==> src/rtl/usrcfg_pkg.sv <==
package usrcfg_pkg;
   // special-function register addresses
   localparam logic [7:0] ADDR_DATA = 8'hC1;
   localparam logic [7:0] ADDR_MANT = 8'hC2;
   localparam logic [7:0] ADDR_UCR = 8'hC4;
   localparam logic [7:0] ADDR_GCR = 8'hC5;
   // async frame control fields
   localparam int UCR_FLUSH = 7;
   localparam int UCR_RSVD = 6;
   localparam int UCR_D9 = 5;
   localparam int UCR_NINE_BIT_FRAME_ENABLE = 4;
   localparam int UCR_PAR = 3;
   localparam int UCR_SPB = 2;
   localparam int UCR_STOP = 1;
   localparam int UCR_START = 0;
   // generic control fields
   localparam int GCR_SCK_IDLE_POLARITY = 7;
   localparam int GCR_CPHA = 6;
   localparam int GCR_ORDER = 5;
   localparam int GCR_EXP_HI = 4;
   localparam int GCR_EXP_LO = 0;
   // reset values
   localparam logic [7:0] UCR_RST = 8'h02;
   localparam logic [7:0] GCR_RST = 8'h00;
   localparam logic [7:0] MANT_RST = 8'h00;
   localparam logic [7:0] DATA_RST = 8'h00;
   // rate generator: (256 + m) * 2^e / 2^28 per clock
   localparam logic [8:0] RATE_BASE = 9'h100;
   localparam int ACC_W = 28;
   localparam int STEP_W = 40;
   localparam logic [ACC_W-1:0] ACC_HALF = 28'h8000000;
   localparam logic [ACC_W-1:0] ACC_ZERO = 28'h0000000;
   // transfer sizes
   localparam logic [3:0] LAST_DATA_BIT = 4'h7;
   localparam logic [4:0] LAST_SPI_EDGE = 5'h0F;
   typedef enum logic [2:0] {ST_IDLE, ST_START, ST_DATA, ST_NINTH, ST_STOP} usrcfg_uart_t;
   typedef enum logic {SPI_IDLE, SPI_RUN} usrcfg_spi_t;
endpackage

==> src/rtl/usrcfg_top.sv <==
`timescale 1ns/1ps
module usrcfg_top (
   input wire logic REF_CLK,
   input wire logic RESET,
   input wire logic CE,
   input wire logic [7:0] SFR_ADDR,
   input wire logic [7:0] SFR_WDATA,
   input wire logic SFR_WE,
   input wire logic SFR_RE,
   output logic [7:0] SFR_RDATA,
   input wire logic MODE_UART,
   input wire logic SPI_SLAVE,
   input wire logic RX_ENABLE,
   output logic UART_TXD,
   input wire logic UART_RXD,
   output logic SPI_SCK_OUT,
   output logic SPI_SCK_OE,
   input wire logic SPI_SCK_IN,
   output logic SPI_MOSI_OUT,
   output logic SPI_MOSI_OE,
   input wire logic SPI_MOSI_IN,
   output logic SPI_MISO_OUT,
   output logic SPI_MISO_OE,
   input wire logic SPI_MISO_IN,
   input wire logic SPI_SSN_N,
   output logic BUSY,
   output logic TX_DONE,
   output logic RX_DONE,
   output logic RX_FRAME_ERR,
   output logic RX_PARITY_ERR
);
   localparam int AW = usrcfg_pkg::ACC_W;
   localparam int SW = usrcfg_pkg::STEP_W;

   function automatic logic [SW:0] rate_step(input logic [AW-1:0] acc, input logic [7:0] m,
                                              input logic [4:0] e);
      logic [SW-1:0] inc;
      inc = {31'h0, usrcfg_pkg::RATE_BASE + {1'b0, m}} << e;
      rate_step = {{(SW+1-AW){1'b0}}, acc} + {1'b0, inc};
   endfunction

   function automatic logic out_bit(input logic [7:0] sh, input logic msb);
      out_bit = msb ? sh[7] : sh[0];
   endfunction

   function automatic logic [7:0] shift_in(input logic [7:0] sh, input logic b, input logic msb);
      shift_in = msb ? {sh[6:0], b} : {b, sh[7:1]};
   endfunction

   // register file
   logic [6:0] ucr_q, ucr_d;
   logic [7:0] gcr_q, gcr_d, mant_q, mant_d;
   logic [7:0] txbuf_q, txbuf_d, rxbuf_q, rxbuf_d, rdata_q, rdata_d;
   logic pend_q, pend_d;
   logic flush;
   // engine handshakes into the register file
   logic tx_take, rx_load;
   logic [7:0] rx_byte;

   always_comb
   begin
      ucr_d = ucr_q;
      gcr_d = gcr_q;
      mant_d = mant_q;
      txbuf_d = txbuf_q;
      rxbuf_d = rxbuf_q;
      pend_d = pend_q;
      rdata_d = rdata_q;
      flush = 1'b0;
      if (tx_take)
         pend_d = 1'b0;
      if (rx_load)
         rxbuf_d = rx_byte;
      if (SFR_WE)
      begin
         unique case (SFR_ADDR)
            usrcfg_pkg::ADDR_DATA:
            begin
               txbuf_d = SFR_WDATA;
               pend_d = 1'b1;
            end
            usrcfg_pkg::ADDR_MANT: mant_d = SFR_WDATA;
            usrcfg_pkg::ADDR_UCR:
            begin
               ucr_d = SFR_WDATA[usrcfg_pkg::UCR_RSVD:0];
               flush = SFR_WDATA[usrcfg_pkg::UCR_FLUSH];
            end
            usrcfg_pkg::ADDR_GCR: gcr_d = SFR_WDATA;
            default: ;
         endcase
      end
      if (flush)
      begin
         txbuf_d = usrcfg_pkg::DATA_RST;
         rxbuf_d = usrcfg_pkg::DATA_RST;
         pend_d = 1'b0;
      end
      if (SFR_RE)
      begin
         unique case (SFR_ADDR)
            usrcfg_pkg::ADDR_DATA: rdata_d = rxbuf_q;
            usrcfg_pkg::ADDR_MANT: rdata_d = mant_q;
            usrcfg_pkg::ADDR_UCR: rdata_d = {1'b0, ucr_q};
            usrcfg_pkg::ADDR_GCR: rdata_d = gcr_q;
            default: rdata_d = 8'h00;
         endcase
      end
   end

   always_ff @(posedge REF_CLK or posedge RESET)
   begin
      if (RESET)
      begin
         ucr_q <= usrcfg_pkg::UCR_RST[usrcfg_pkg::UCR_RSVD:0];
         gcr_q <= usrcfg_pkg::GCR_RST;
         mant_q <= usrcfg_pkg::MANT_RST;
         txbuf_q <= usrcfg_pkg::DATA_RST;
         rxbuf_q <= usrcfg_pkg::DATA_RST;
         pend_q <= 1'b0;
         rdata_q <= 8'h00;
      end
      else if (CE)
      begin
         ucr_q <= ucr_d;
         gcr_q <= gcr_d;
         mant_q <= mant_d;
         txbuf_q <= txbuf_d;
         rxbuf_q <= rxbuf_d;
         pend_q <= pend_d;
         rdata_q <= rdata_d;
      end
   end

   // field views
   logic d9, nine, par, two_stop, stop_lvl, start_lvl, sck_idle_polarity, cpha, msb;
   logic [4:0] rexp;
   assign d9 = ucr_q[usrcfg_pkg::UCR_D9];
   assign nine = ucr_q[usrcfg_pkg::UCR_NINE_BIT_FRAME_ENABLE];
   assign par = ucr_q[usrcfg_pkg::UCR_PAR];
   assign two_stop = ucr_q[usrcfg_pkg::UCR_SPB];
   assign stop_lvl = ucr_q[usrcfg_pkg::UCR_STOP];
   assign start_lvl = ucr_q[usrcfg_pkg::UCR_START];
   assign sck_idle_polarity = gcr_q[usrcfg_pkg::GCR_SCK_IDLE_POLARITY];
   assign cpha = gcr_q[usrcfg_pkg::GCR_CPHA];
   assign msb = gcr_q[usrcfg_pkg::GCR_ORDER];
   assign rexp = gcr_q[usrcfg_pkg::GCR_EXP_HI:usrcfg_pkg::GCR_EXP_LO];

   // engines: uart transmit, uart receive, spi; one rate phase per direction
   usrcfg_pkg::usrcfg_uart_t tx_st_q, tx_st_d, rx_st_q, rx_st_d;
   usrcfg_pkg::usrcfg_spi_t sp_st_q, sp_st_d;
   logic [AW-1:0] tacc_q, tacc_d, racc_q, racc_d;
   logic [3:0] tx_cnt_q, tx_cnt_d, rx_cnt_q, rx_cnt_d;
   logic [4:0] sp_cnt_q, sp_cnt_d;
   logic [7:0] tx_sh_q, tx_sh_d, rx_sh_q, rx_sh_d, sp_sh_q, sp_sh_d;
   logic tx_nin_q, tx_nin_d, rx_nin_q, rx_nin_d;
   logic txd_q, txd_d, sck_q, sck_d, dout_q, dout_d, sck_prev_q;
   logic txdone_q, txdone_d, rxdone_q, rxdone_d, ferr_q, ferr_d, perr_q, perr_d;
   logic [SW:0] tsum, rsum;
   logic tick, half, rtick, edge_ev, lead, sample, drive, din;
   logic master;

   always_comb
   begin
      tsum = rate_step(tacc_q, mant_q, rexp);
      rsum = rate_step(racc_q, mant_q, rexp);
      // several crossings in one cycle collapse into one event
      tick = |tsum[SW:AW];
      half = tsum[SW:AW-1] != {{(SW+1-AW){1'b0}}, tacc_q[AW-1]};
      rtick = |rsum[SW:AW];
      master = !SPI_SLAVE;
      tacc_d = tsum[AW-1:0];
      racc_d = rsum[AW-1:0];
      tx_st_d = tx_st_q;
      rx_st_d = rx_st_q;
      sp_st_d = sp_st_q;
      tx_cnt_d = tx_cnt_q;
      rx_cnt_d = rx_cnt_q;
      sp_cnt_d = sp_cnt_q;
      tx_sh_d = tx_sh_q;
      rx_sh_d = rx_sh_q;
      sp_sh_d = sp_sh_q;
      tx_nin_d = tx_nin_q;
      rx_nin_d = rx_nin_q;
      txd_d = txd_q;
      sck_d = sck_q;
      dout_d = dout_q;
      txdone_d = 1'b0;
      rxdone_d = 1'b0;
      ferr_d = 1'b0;
      perr_d = 1'b0;
      tx_take = 1'b0;
      rx_load = 1'b0;
      rx_byte = rx_sh_q;
      // slave edges come from the pin, master edges from the half-bit tick
      edge_ev = master ? (sp_st_q == usrcfg_pkg::SPI_RUN && half)
                       : (!SPI_SSN_N && SPI_SCK_IN != sck_prev_q);
      lead = master ? !sp_cnt_q[0] : (sck_prev_q == sck_idle_polarity);
      sample = edge_ev && (cpha ? !lead : lead);
      drive = edge_ev && (cpha ? lead : !lead);
      din = master ? SPI_MISO_IN : SPI_MOSI_IN;
      if (MODE_UART)
      begin
         unique case (tx_st_q)
            usrcfg_pkg::ST_IDLE:
            begin
               txd_d = !start_lvl;
               if (pend_q)
               begin
                  tx_take = 1'b1;
                  tx_sh_d = txbuf_q;
                  tx_nin_d = par ? (^txbuf_q) ^ d9 : d9;
                  tacc_d = usrcfg_pkg::ACC_ZERO;
                  txd_d = start_lvl;
                  tx_st_d = usrcfg_pkg::ST_START;
               end
            end
            usrcfg_pkg::ST_START:
               if (tick)
               begin
                  tx_cnt_d = 4'h0;
                  txd_d = out_bit(tx_sh_q, msb);
                  tx_st_d = usrcfg_pkg::ST_DATA;
               end
            usrcfg_pkg::ST_DATA:
               if (tick)
               begin
                  tx_sh_d = msb ? {tx_sh_q[6:0], 1'b0} : {1'b0, tx_sh_q[7:1]};
                  tx_cnt_d = tx_cnt_q + 4'h1;
                  txd_d = out_bit(tx_sh_d, msb);
                  if (tx_cnt_q == usrcfg_pkg::LAST_DATA_BIT)
                  begin
                     tx_cnt_d = 4'h0;
                     tx_st_d = nine ? usrcfg_pkg::ST_NINTH : usrcfg_pkg::ST_STOP;
                     txd_d = nine ? tx_nin_q : stop_lvl;
                  end
               end
            usrcfg_pkg::ST_NINTH:
               if (tick)
               begin
                  txd_d = stop_lvl;
                  tx_st_d = usrcfg_pkg::ST_STOP;
               end
            usrcfg_pkg::ST_STOP:
               if (tick)
               begin
                  if (two_stop && tx_cnt_q == 4'h0)
                     tx_cnt_d = 4'h1;
                  else
                  begin
                     txd_d = !start_lvl;
                     txdone_d = 1'b1;
                     tx_st_d = usrcfg_pkg::ST_IDLE;
                  end
               end
            default: tx_st_d = usrcfg_pkg::ST_IDLE;
         endcase
         unique case (rx_st_q)
            usrcfg_pkg::ST_IDLE:
               if (RX_ENABLE && UART_RXD == start_lvl)
               begin
                  // mid-bit sampling: the phase starts half a bit in
                  racc_d = usrcfg_pkg::ACC_HALF;
                  rx_st_d = usrcfg_pkg::ST_START;
               end
            usrcfg_pkg::ST_START:
               if (rtick)
               begin
                  rx_cnt_d = 4'h0;
                  // a start shorter than half a bit is a glitch
                  rx_st_d = (UART_RXD == start_lvl) ? usrcfg_pkg::ST_DATA
                                                    : usrcfg_pkg::ST_IDLE;
               end
            usrcfg_pkg::ST_DATA:
               if (rtick)
               begin
                  rx_sh_d = shift_in(rx_sh_q, UART_RXD, msb);
                  rx_cnt_d = rx_cnt_q + 4'h1;
                  if (rx_cnt_q == usrcfg_pkg::LAST_DATA_BIT)
                     rx_st_d = nine ? usrcfg_pkg::ST_NINTH : usrcfg_pkg::ST_STOP;
               end
            usrcfg_pkg::ST_NINTH:
               if (rtick)
               begin
                  rx_nin_d = UART_RXD;
                  rx_st_d = usrcfg_pkg::ST_STOP;
               end
            usrcfg_pkg::ST_STOP:
               if (rtick)
               begin
                  // only the first stop bit is checked on receive
                  ferr_d = UART_RXD != stop_lvl;
                  perr_d = nine && par && (rx_nin_q != ((^rx_sh_q) ^ d9));
                  rx_load = 1'b1;
                  rxdone_d = 1'b1;
                  rx_st_d = usrcfg_pkg::ST_IDLE;
               end
            default: rx_st_d = usrcfg_pkg::ST_IDLE;
         endcase
      end
      else
      begin
         unique case (sp_st_q)
            usrcfg_pkg::SPI_IDLE:
            begin
               sck_d = sck_idle_polarity;
               sp_cnt_d = 5'h00;
               if ((master && pend_q) || (!master && !SPI_SSN_N))
               begin
                  tx_take = pend_q;
                  sp_sh_d = pend_q ? txbuf_q : usrcfg_pkg::DATA_RST;
                  dout_d = out_bit(sp_sh_d, msb);
                  tacc_d = usrcfg_pkg::ACC_ZERO;
                  sp_st_d = usrcfg_pkg::SPI_RUN;
               end
            end
            usrcfg_pkg::SPI_RUN:
            begin
               if (edge_ev)
               begin
                  sp_cnt_d = sp_cnt_q + 5'h01;
                  sck_d = !sck_q;
               end
               if (sample)
                  sp_sh_d = shift_in(sp_sh_q, din, msb);
               if (drive)
                  dout_d = out_bit(sp_sh_q, msb);
               if (edge_ev && sp_cnt_q == usrcfg_pkg::LAST_SPI_EDGE)
               begin
                  rx_load = 1'b1;
                  rx_byte = sp_sh_d;
                  rxdone_d = 1'b1;
                  txdone_d = 1'b1;
                  sp_st_d = usrcfg_pkg::SPI_IDLE;
               end
               if (!master && SPI_SSN_N)
                  sp_st_d = usrcfg_pkg::SPI_IDLE;
            end
            default: sp_st_d = usrcfg_pkg::SPI_IDLE;
         endcase
      end
      if (flush)
      begin
         tx_st_d = usrcfg_pkg::ST_IDLE;
         rx_st_d = usrcfg_pkg::ST_IDLE;
         sp_st_d = usrcfg_pkg::SPI_IDLE;
         tx_sh_d = usrcfg_pkg::DATA_RST;
         rx_sh_d = usrcfg_pkg::DATA_RST;
         sp_sh_d = usrcfg_pkg::DATA_RST;
         txd_d = !start_lvl;
         sck_d = sck_idle_polarity;
         tx_take = 1'b0;
         rx_load = 1'b0;
         txdone_d = 1'b0;
         rxdone_d = 1'b0;
         ferr_d = 1'b0;
         perr_d = 1'b0;
      end
   end

   always_ff @(posedge REF_CLK or posedge RESET)
   begin
      if (RESET)
      begin
         tx_st_q <= usrcfg_pkg::ST_IDLE;
         rx_st_q <= usrcfg_pkg::ST_IDLE;
         sp_st_q <= usrcfg_pkg::SPI_IDLE;
         tacc_q <= usrcfg_pkg::ACC_ZERO;
         racc_q <= usrcfg_pkg::ACC_ZERO;
         tx_cnt_q <= 4'h0;
         rx_cnt_q <= 4'h0;
         sp_cnt_q <= 5'h00;
         tx_sh_q <= 8'h00;
         rx_sh_q <= 8'h00;
         sp_sh_q <= 8'h00;
         tx_nin_q <= 1'b0;
         rx_nin_q <= 1'b0;
         txd_q <= !usrcfg_pkg::UCR_RST[usrcfg_pkg::UCR_START];
         sck_q <= usrcfg_pkg::GCR_RST[usrcfg_pkg::GCR_SCK_IDLE_POLARITY];
         dout_q <= 1'b0;
         sck_prev_q <= 1'b0;
         txdone_q <= 1'b0;
         rxdone_q <= 1'b0;
         ferr_q <= 1'b0;
         perr_q <= 1'b0;
      end
      else if (CE)
      begin
         tx_st_q <= tx_st_d;
         rx_st_q <= rx_st_d;
         sp_st_q <= sp_st_d;
         tacc_q <= tacc_d;
         racc_q <= racc_d;
         tx_cnt_q <= tx_cnt_d;
         rx_cnt_q <= rx_cnt_d;
         sp_cnt_q <= sp_cnt_d;
         tx_sh_q <= tx_sh_d;
         rx_sh_q <= rx_sh_d;
         sp_sh_q <= sp_sh_d;
         tx_nin_q <= tx_nin_d;
         rx_nin_q <= rx_nin_d;
         txd_q <= txd_d;
         sck_q <= sck_d;
         dout_q <= dout_d;
         sck_prev_q <= SPI_SCK_IN;
         txdone_q <= txdone_d;
         rxdone_q <= rxdone_d;
         ferr_q <= ferr_d;
         perr_q <= perr_d;
      end
   end

   assign SFR_RDATA = rdata_q;
   assign UART_TXD = txd_q;
   assign SPI_SCK_OUT = sck_q;
   assign SPI_SCK_OE = !MODE_UART && !SPI_SLAVE;
   assign SPI_MOSI_OUT = dout_q;
   assign SPI_MOSI_OE = !MODE_UART && !SPI_SLAVE;
   assign SPI_MISO_OUT = dout_q;
   assign SPI_MISO_OE = !MODE_UART && SPI_SLAVE && !SPI_SSN_N;
   assign BUSY = tx_st_q != usrcfg_pkg::ST_IDLE || rx_st_q != usrcfg_pkg::ST_IDLE
                 || sp_st_q != usrcfg_pkg::SPI_IDLE;
   assign TX_DONE = txdone_q;
   assign RX_DONE = rxdone_q;
   assign RX_FRAME_ERR = ferr_q;
   assign RX_PARITY_ERR = perr_q;
endmodule

==> config.mk <==
export PLATFORM = sky130hd
export DESIGN_NAME = usrcfg_top
export DESIGN_NICKNAME = d
export VERILOG_FILES = /design/src/rtl/usrcfg_pkg.sv /design/src/rtl/usrcfg_top.sv
export SDC_FILE = /design/constraint.sdc
export NUM_CORES = 1
export LEC_CHECK = 0
export BUFFER_PORTS_ARGS = -buffer_cell sky130_fd_sc_hd__buf_2
export CORE_UTILIZATION = 35
export DETAILED_ROUTE_END_ITERATION = 10
export PLACE_DENSITY = 0.52
export SYNTH_ARGS = -nofsm -noshare
export SYNTH_HDL_FRONTEND = slang
export SYNTH_SLANG_ARGS = --single-unit
==> constraint.sdc <==
create_clock -name REF_CLK -period 6.65 [get_ports REF_CLK]
set_input_delay 0.665 -clock REF_CLK [delete_from_list [all_inputs] [get_ports REF_CLK]]
set_output_delay 0.665 -clock REF_CLK [all_outputs]
set_load 0.02 [all_outputs]
==> results of run 1 <==
state kept, by name, indices dropped and copies added, names as in the netlist, 4 cells and up:
name       flops
racc_q        28
tacc_q        28
SFR_RDATA      8
gcr_q          8
mant_q         8
rx_sh_q        8
rxbuf_q        8
sp_sh_q        8
tx_sh_q        8
txbuf_q        8
ucr_q          7
sp_cnt_q       5
rx_cnt_q       4
tx_cnt_q       4
power by group through the flow:
stage	sequential, mW	clock [mW]	combinational, mW
global route	1.35	1.11	1.18
global placement	1.34	0	1.04
CTS	1.33	1.07	1.06
finish	1.33	1.04	1.06
detailed placement	1.34	0	1.06
floorplan	1.25	0	0.844
logic make-up after synthesis:
group / after synthesis
and+or+nand+nor: 491
AOI/OAI and AO/OA: 534
buffers and inverters: 149
DFF: 158
muxes: 79
xor gates and xnor gates: 87
adders and majority gates: 63
final timing paths:
check / startpoint / to / slack [ns]
worst min register to register: UART_TXD / UART_TXD / 0.48
min in group REF_CLK: UART_TXD / UART_TXD / 0.48
worst max-delay path: gcr_q[1] / rxbuf_q[0] / 0.38
worst max register to register: gcr_q[1] / rxbuf_q[0] / 0.38
worst min-delay path: RESET / racc_q[4] / 0.40
max in group asynchronous: RESET / gcr_q[1] / 4.67
per-stage QoR:
stage | area [um^2] | hold slack, ns | cells | worst slack (ns) | power (mW)
after floorplan | 13300 | 0.449 | 1561 | 1.11 | 2.09
after global placement | 14000 | 0.467 | 2054 | 0.344 | 2.39
after detailed placement | 14000 | 0.471 | 2054 | 0.248 | 2.40
after CTS | 14600 | 0.417 | 2086 | 0.227 | 3.46
after global routing | 14600 | 0.476 | 2086 | 0.0411 | 3.64
final | 14600 | 0.396 | 2086 | 0.381 | 3.43
worst max-delay path: stages (launching register included):
cell and delay, ns:
dfrtp_2 0.64, mux2i_1 0.50, o22a_1 0.26, o22ai_1 0.09, nand2_1 0.08, o21ai_0 0.23
ha_1 0.48, and3_1 0.26, nand4_1 0.19, or2_2 0.39, a32oi_1 0.22, o31ai_1 0.11
a311o_1 0.35, a2111oi_2 0.30, nand3b_1 0.13, a2111o_1 0.29, or3_1 0.65, a211oi_4 0.29
buf_4 0.22, mux2i_1 0.33, o211ai_2 0.12
cells in the mapped netlist, types with 19 or more instances:
| library cell | n |
|---|---|
| a31oi_1 | 20 |
| o21ai_0 | 109 |
| ha_1 | 49 |
| nand2_1 | 156 |
| and3_1 | 22 |
| nor2_1 | 104 |
| buf_2 | 19 |
| xnor2_1 | 56 |
| a22o_1 | 22 |
| nor3_1 | 32 |
| a21o_1 | 37 |
| dfrtp_1 | 156 |
| clkbuf_1 | 69 |
| xor2_1 | 31 |
| mux2i_1 | 37 |
| o2bb2ai_1 | 56 |
| a22oi_1 | 27 |
| inv_1 | 45 |
| mux2_2 | 34 |
| nand3_1 | 48 |
| nand4_1 | 21 |
| a21oi_1 | 80 |
layer usage:
metal | share of wire [%] | track usage, %
met4 | 2.7 | 8.61
met1 | 47 | 32.5
met3 | 4.6 | 3.11
met2 | 46 | 36.9
met5 | 0 | 0
layout make-up:
type	instances	share of cell area, %
tap	511	4.37
multi-input combinational	1254	59.7
sequential	158	27.0
clock inverter	15	1.20
clock buffer	17	2.91
timing repair buffer	84	3.57
inverter	47	1.24
what timing repair did:
action | CTS | global route
setup endpoints to repair | 0 | 21
buffers inserted | 0 | 0
resized for setup | 0 | 1
hold buffers | 0 | 0
==> key figures, run 1 <==
Timing
  • Final setup fails: 0
  • Worst Max-Slew Pin Slew: 0.967 ns
  • Fin. Hold Viols: 0
  • Setup TNS Final: 0 ns
  • Tcrit/Tclk final: 94.3%
  • Layout Skew: 0.0154 ns
  • RSZ-0062 raised after global routing: false
  • Max_slew headroom: 35.5%
  • Final min period: 6.27 ns
  • Maximum clock rate: 160 MHz
  • Final Max Tran Viols: 0

Routing
  • Remaining antenna violation count: 0
  • DRC: 0
  • Vias: 12491
  • DRT iter0 DRCs: 1091
  • WL/cell: 21.2 um
  • Via/cell ratio: 5.99
  • TritonRoute pass-1 iters: 5
  • Final wirelength: 44300 um

Logic synthesis
  • Syn Area/Cell: 8.54 um^2
  • Adder-Cell Fraction of Synth Area: 5.74%
  • Mapped Area: 13300 um^2
  • Synth Flop Type: dfrtp_1
  • Synth area leader: dfrtp_1
  • Flops & latches, synth: 158
  • Synth Net Count: 1640
  • Largest family of logic cells by synthesized area: compound AO/OA/AOI/OAI gates
  • Sequential area share after synthesis: 29.7%
  • Top-area cell type share of the netlist area: 29.3%
  • Post-synthesis simple-gate area fraction: 18.3%
  • Number of enable flip-flop cells after synthesis: 0
  • Mux contribution to synthesized area: 6.72%
  • Post-synth cell types: 102
  • XOR/XNOR Fraction of Synth Area: 5.72%
  • Synth top area cells: dfrtp_1, ha_1, nand2_1
  • Compound-Gate Fraction of Synth Area: 29.0%
  • Ys Warns: 0
  • Post-synth ARST share: 100%
  • Post-Synthesis Cells: 1561

Power and ir drop
  • P_int: 2.12 mW
  • Max IR drop VDD: 169 uV
  • Clock power frac: 30.4%
  • Cell Pwr Density: 234 nW/um^2
  • Net switching power: 1.31 mW
  • Switch share: 38.2%
  • Combinational fraction of design power: 30.8%
  • Static Leak: 6.18 nW
  • Seq pwr share: 38.8%

Global route
  • Vias in the first global route: 11925
  • Total GRT Usage: 23.4%
  • First-pass GRT wire length: 70400 um
  • Grt total ovfl: 0
  • Initial antenna violation count: 0
  • Largest net degree at the start of global routing: 87

Floorplanning
  • Num rows: 71
  • I/O Pins: 49
  • Total core area: 37600 um^2
  • Full die area: 38900 um^2
  • Die Span Y: 197 um
  • Horiz. Die Dim: 197 um
  • Starting Density: 35.5%

Setup path
  • Crit path DAT: 6.61 ns
  • CP Class: reg2reg
  • Worst-path maximum fanout: 21
  • CP Capture Type: register
  • Worst r2r path cells: 20
  • Data required time at the worst endpoint: 7.00 ns
  • Worst Setup Start Kind: register

Cells and area
  • Layout cells sized above 1: 13.9%
  • Antenna Cells: 0
  • Final #Nets: 1641
  • Most frequent cells in the layout: nand2_1, dfrtp_1, o21ai_0
  • Leading cell type in the layout, fill and taps excluded: nand2_1
  • Reg area: 3960 um^2
  • Multi-input gate area: 8740 um^2
  • Util after Layout: 39.0%
  • # fillers: 3851
  • Area Overhead vs Synth: 9.86%

Place
  • Port buffer count: 48
  • Detailed placement HPWL: 33100 um
  • Gp weighted congestion: 0.943

Clock network
  • CTS tree: built
  • CTS root buf: clkbuf_16
  • Clk buf depth: 2
  • Worst-path clk slew: 0.07 ns
  • Later-pin clock latency in the skew report: 0.47 ns
  • Clock sinks: 158
  • H-tree depth: 4
  • Cts bufs inserted: 17

Run
  • Max Cap Violations: 0

Worst hold path
  • Hold Crit Class: in2async

Run status
  • Status: complete, no violations
Note: power is estimated with default switching activity, not from simulation.
==> run 2: changes to the inputs <==
--- a/config.mk
+++ b/config.mk
@@ -9,6 +9,7 @@
 export CORE_UTILIZATION = 35
 export DETAILED_ROUTE_END_ITERATION = 10
 export PLACE_DENSITY = 0.52
+export RECOVER_POWER = 100
 export SYNTH_ARGS = -nofsm -noshare
 export SYNTH_HDL_FRONTEND = slang
 export SYNTH_SLANG_ARGS = --single-unit
==> key figures, run 2 (synthesized netlist as in run 1, its figures left out) <==
Place
  • Gp weighted congestion: 0.943 (unchanged)
  • Detailed placement HPWL: 33100 um (unchanged)
  • Port buffer count: 48 (unchanged)

Routing
  • DRT iter0 DRCs: 1103 (was 1091)
  • Final wirelength: 44400 um (was 44300 um)
  • DRC: 0 (unchanged)
  • WL/cell: 21.3 um (was 21.2 um)
  • TritonRoute pass-1 iters: 5 (unchanged)
  • Vias: 12495 (was 12491)
  • Via/cell ratio: 5.99 (about the same)
  • Remaining antenna violation count: 0 (unchanged)

Clock network
  • CTS root buf: clkbuf_16 (unchanged)
  • Hold_buf cts: 0 (unchanged)
  • CTS tree: built (unchanged)
  • Cts bufs inserted: 17 (unchanged)
  • Clock sinks: 158 (unchanged)
  • Clk buf depth: 2 (unchanged)
  • CTS resizes: 0 (unchanged)
  • Worst-path clk slew: 0.07 ns (about the same)
  • Later-pin clock latency in the skew report: 0.47 ns (about the same)
  • H-tree depth: 4 (unchanged)
  • Post CTS Setup Buffer Count: 0 (unchanged)

Floorplanning
  • Starting Density: 35.5% (unchanged)
  • Full die area: 38900 um^2 (unchanged)
  • Num rows: 71 (unchanged)
  • Die Span Y: 197 um (unchanged)
  • Horiz. Die Dim: 197 um (unchanged)
  • I/O Pins: 49 (unchanged)
  • Total core area: 37600 um^2 (unchanged)

Timing
  • Max_slew headroom: -181% (was 35.5%)
  • Tcrit/Tclk final: 94.6% (was 94.3%)
  • Final setup fails: 0 (unchanged)
  • Final min period: 6.29 ns (was 6.27 ns)
  • Layout Skew: 0.0164 ns (was 0.0154 ns)
  • Maximum clock rate: 159 MHz (was 160 MHz)
  • RSZ-0062 raised after global routing: false (unchanged)
  • Setup TNS Final: 0 ns (unchanged)
  • Final Max Tran Viols: 195 (was 0)
  • Fin. Hold Viols: 0 (unchanged)
  • Worst Max-Slew Pin Slew: 4.20 ns (was 0.967 ns)

Cells and area
  • Area Overhead vs Synth: 9.01% (was 9.86%)
  • Leading cell type in the layout, fill and taps excluded: nand2_1 (unchanged)
  • Top Registers: racc_q (28), tacc_q (28) (unchanged)
  • Most frequent cells in the layout: nand2_1, dfrtp_1, o21ai_0 (unchanged)
  • Util after Layout: 38.7% (was 39.0%)
  • # fillers: 3879 (was 3851)
  • Layout cells sized above 1: 11.5% (was 13.9%)
  • Final #Nets: 1641 (unchanged)
  • Antenna Cells: 0 (unchanged)

Run
  • Max Cap Violations: 3 (was 0)

Global route
  • Total GRT Usage: 23.4% (unchanged)
  • Vias in the first global route: 11925 (unchanged)
  • Largest net degree at the start of global routing: 87 (unchanged)
  • Initial antenna violation count: 0 (unchanged)
  • Grt total ovfl: 0 (unchanged)
  • First-pass GRT wire length: 70400 um (unchanged)

Power and ir drop
  • Max IR drop VDD: 170 uV (was 169 uV)
  • Cell Pwr Density: 235 nW/um^2 (was 234 nW/um^2)
  • Static Leak: 6.08 nW (was 6.18 nW)

Setup path
  • Crit path from: gcr_q[1] (unchanged)
  • Critical Path Sink: tx_st_q[1] (was rxbuf_q[0])
  • Crit path max-delay cell type: or3_1 (unchanged)
  • CP Capture Type: register (unchanged)
  • CP Class: reg2reg (unchanged)
  • Data required time at the worst endpoint: 7.04 ns (was 7.00 ns)
  • Crit-path max cell delay: 0.63 ns (was 0.65 ns)
  • Worst-path maximum fanout: 21 (unchanged)
  • Launch point of the worst reg-to-reg path: gcr_q[1] (unchanged)
  • Worst r2r path cells: 18 (was 20)
  • Worst path cell trace: buf_4 > nor2_1 > nand3b_1 > nor2_1 > ha_1 > ha_1 > a21oi_1 > o31a_1 > o31ai_1 > a211oi_1 > or4_1 > a32o_1 > a2111o_1 > or3_1 > o311ai_0 > buf_4 > a31oi_1 > o22ai_1 (was mux2i_1 > o22a_1 > o22ai_1 > nand2_1 > o21ai_0 > ha_1 > and3_1 > nand4_1 > or2_2 > a32oi_1 > o31ai_1 > a311o_1 > a2111oi_2 > nand3b_1 > a2111o_1 > or3_1 > a211oi_4 > buf_4 > mux2i_1 > o211ai_2)
  • RR Endpoint: tx_st_q[1] (was rxbuf_q[0])
  • Worst Setup Start Kind: register (unchanged)
  • Crit path DAT: 6.68 ns (was 6.61 ns)
  • R2R setup slack: 0.36 ns (was 0.38 ns)

Run status
  • Failing checks: capacitance limit, slew limit
  • Status: complete, but fails checks (was complete, no violations)

Worst hold path
  • Hold Crit Class: reg2reg (was in2async)
==> run 2: changes by cell type in the layout (fill, tap and decap cells not counted), moves of 3 or more <==
cell / before / now
a31oi_1: 20 / 23
a31oi_2: 4 / 1
buf_2: 48 / 27
buf_4: 35 / 27
clkbuf_1: 0 / 26
clkbuf_2: 0 / 3
o21ai_0: 108 / 116
o21ai_1: 12 / 5
==> run 2: per-stage QoR <==
stage / setup WS [ns] / instance area [um^2] / std cells / total power [mW] / hold slack [ns]
after detailed placement: 0.248 / 14000 / 2054 / 2.40 / 0.471
after global routing: 0.0498 / 14500 / 2086 / 3.62 / 0.493
after global placement: 0.344 / 14000 / 2054 / 2.39 / 0.467
after floorplan: 1.11 / 13300 / 1561 / 2.09 / 0.449
after CTS: 0.227 / 14600 / 2086 / 3.46 / 0.417
final: 0.360 / 14500 / 2086 / 3.42 / 0.478
==> run 2: critical path: cells and delay by family, from the launching register on <==
kind,cells,cell delay [ns]
fa+ha+maj,2,0.47
flops,1,0.57
compound gates,9,2.70
buf+inv,2,0.49
simple gates,5,1.98
==> run 2: routing by layer <==
layer / vias up / part of all wire [%] / track usage, %
met4: 0 / 2.7 / 8.61
li1: 5889 / - / -
met1: 6141 / 47 / 32.5
met3: 72 / 4.6 / 3.11
met2: 393 / 46 / 36.9
met5: - / 0 / 0
==> run 2: how the worst min path moves through the flow <==
| stage | start | end | cells past startpoint |
|---|---|---|---|
| floorplan | tx_nin_q | tx_nin_q | 2 |
| global placement | UART_TXD | UART_TXD | 2 |
| detailed placement | UART_TXD | UART_TXD | 2 |
| CTS | RESET | racc_q[1] | 2 |
| global route | SPI_SCK_IN | sck_prev_q | 2 |
| finish | UART_TXD | UART_TXD | 2 |
==> run 2: cell type report <==
cell class,instances,area [um^2],share of cell area (%)
flip-flops and latches,158,3960,27.2
clock inverters,15,176,1.21
clock buffers,17,425,2.93
inverters,47,178,1.22
multi-input cells,1254,8680,59.8
well taps,511,639,4.40
repair buffers,84,470,3.24
==> run 2: where the power goes <==
part           internal [mW]  total (mW)  switching [mW]
clock network          0.566        1.04           0.477
logic                  0.419        1.04           0.623
registers               1.13        1.33           0.204
total                   2.11        3.42            1.31
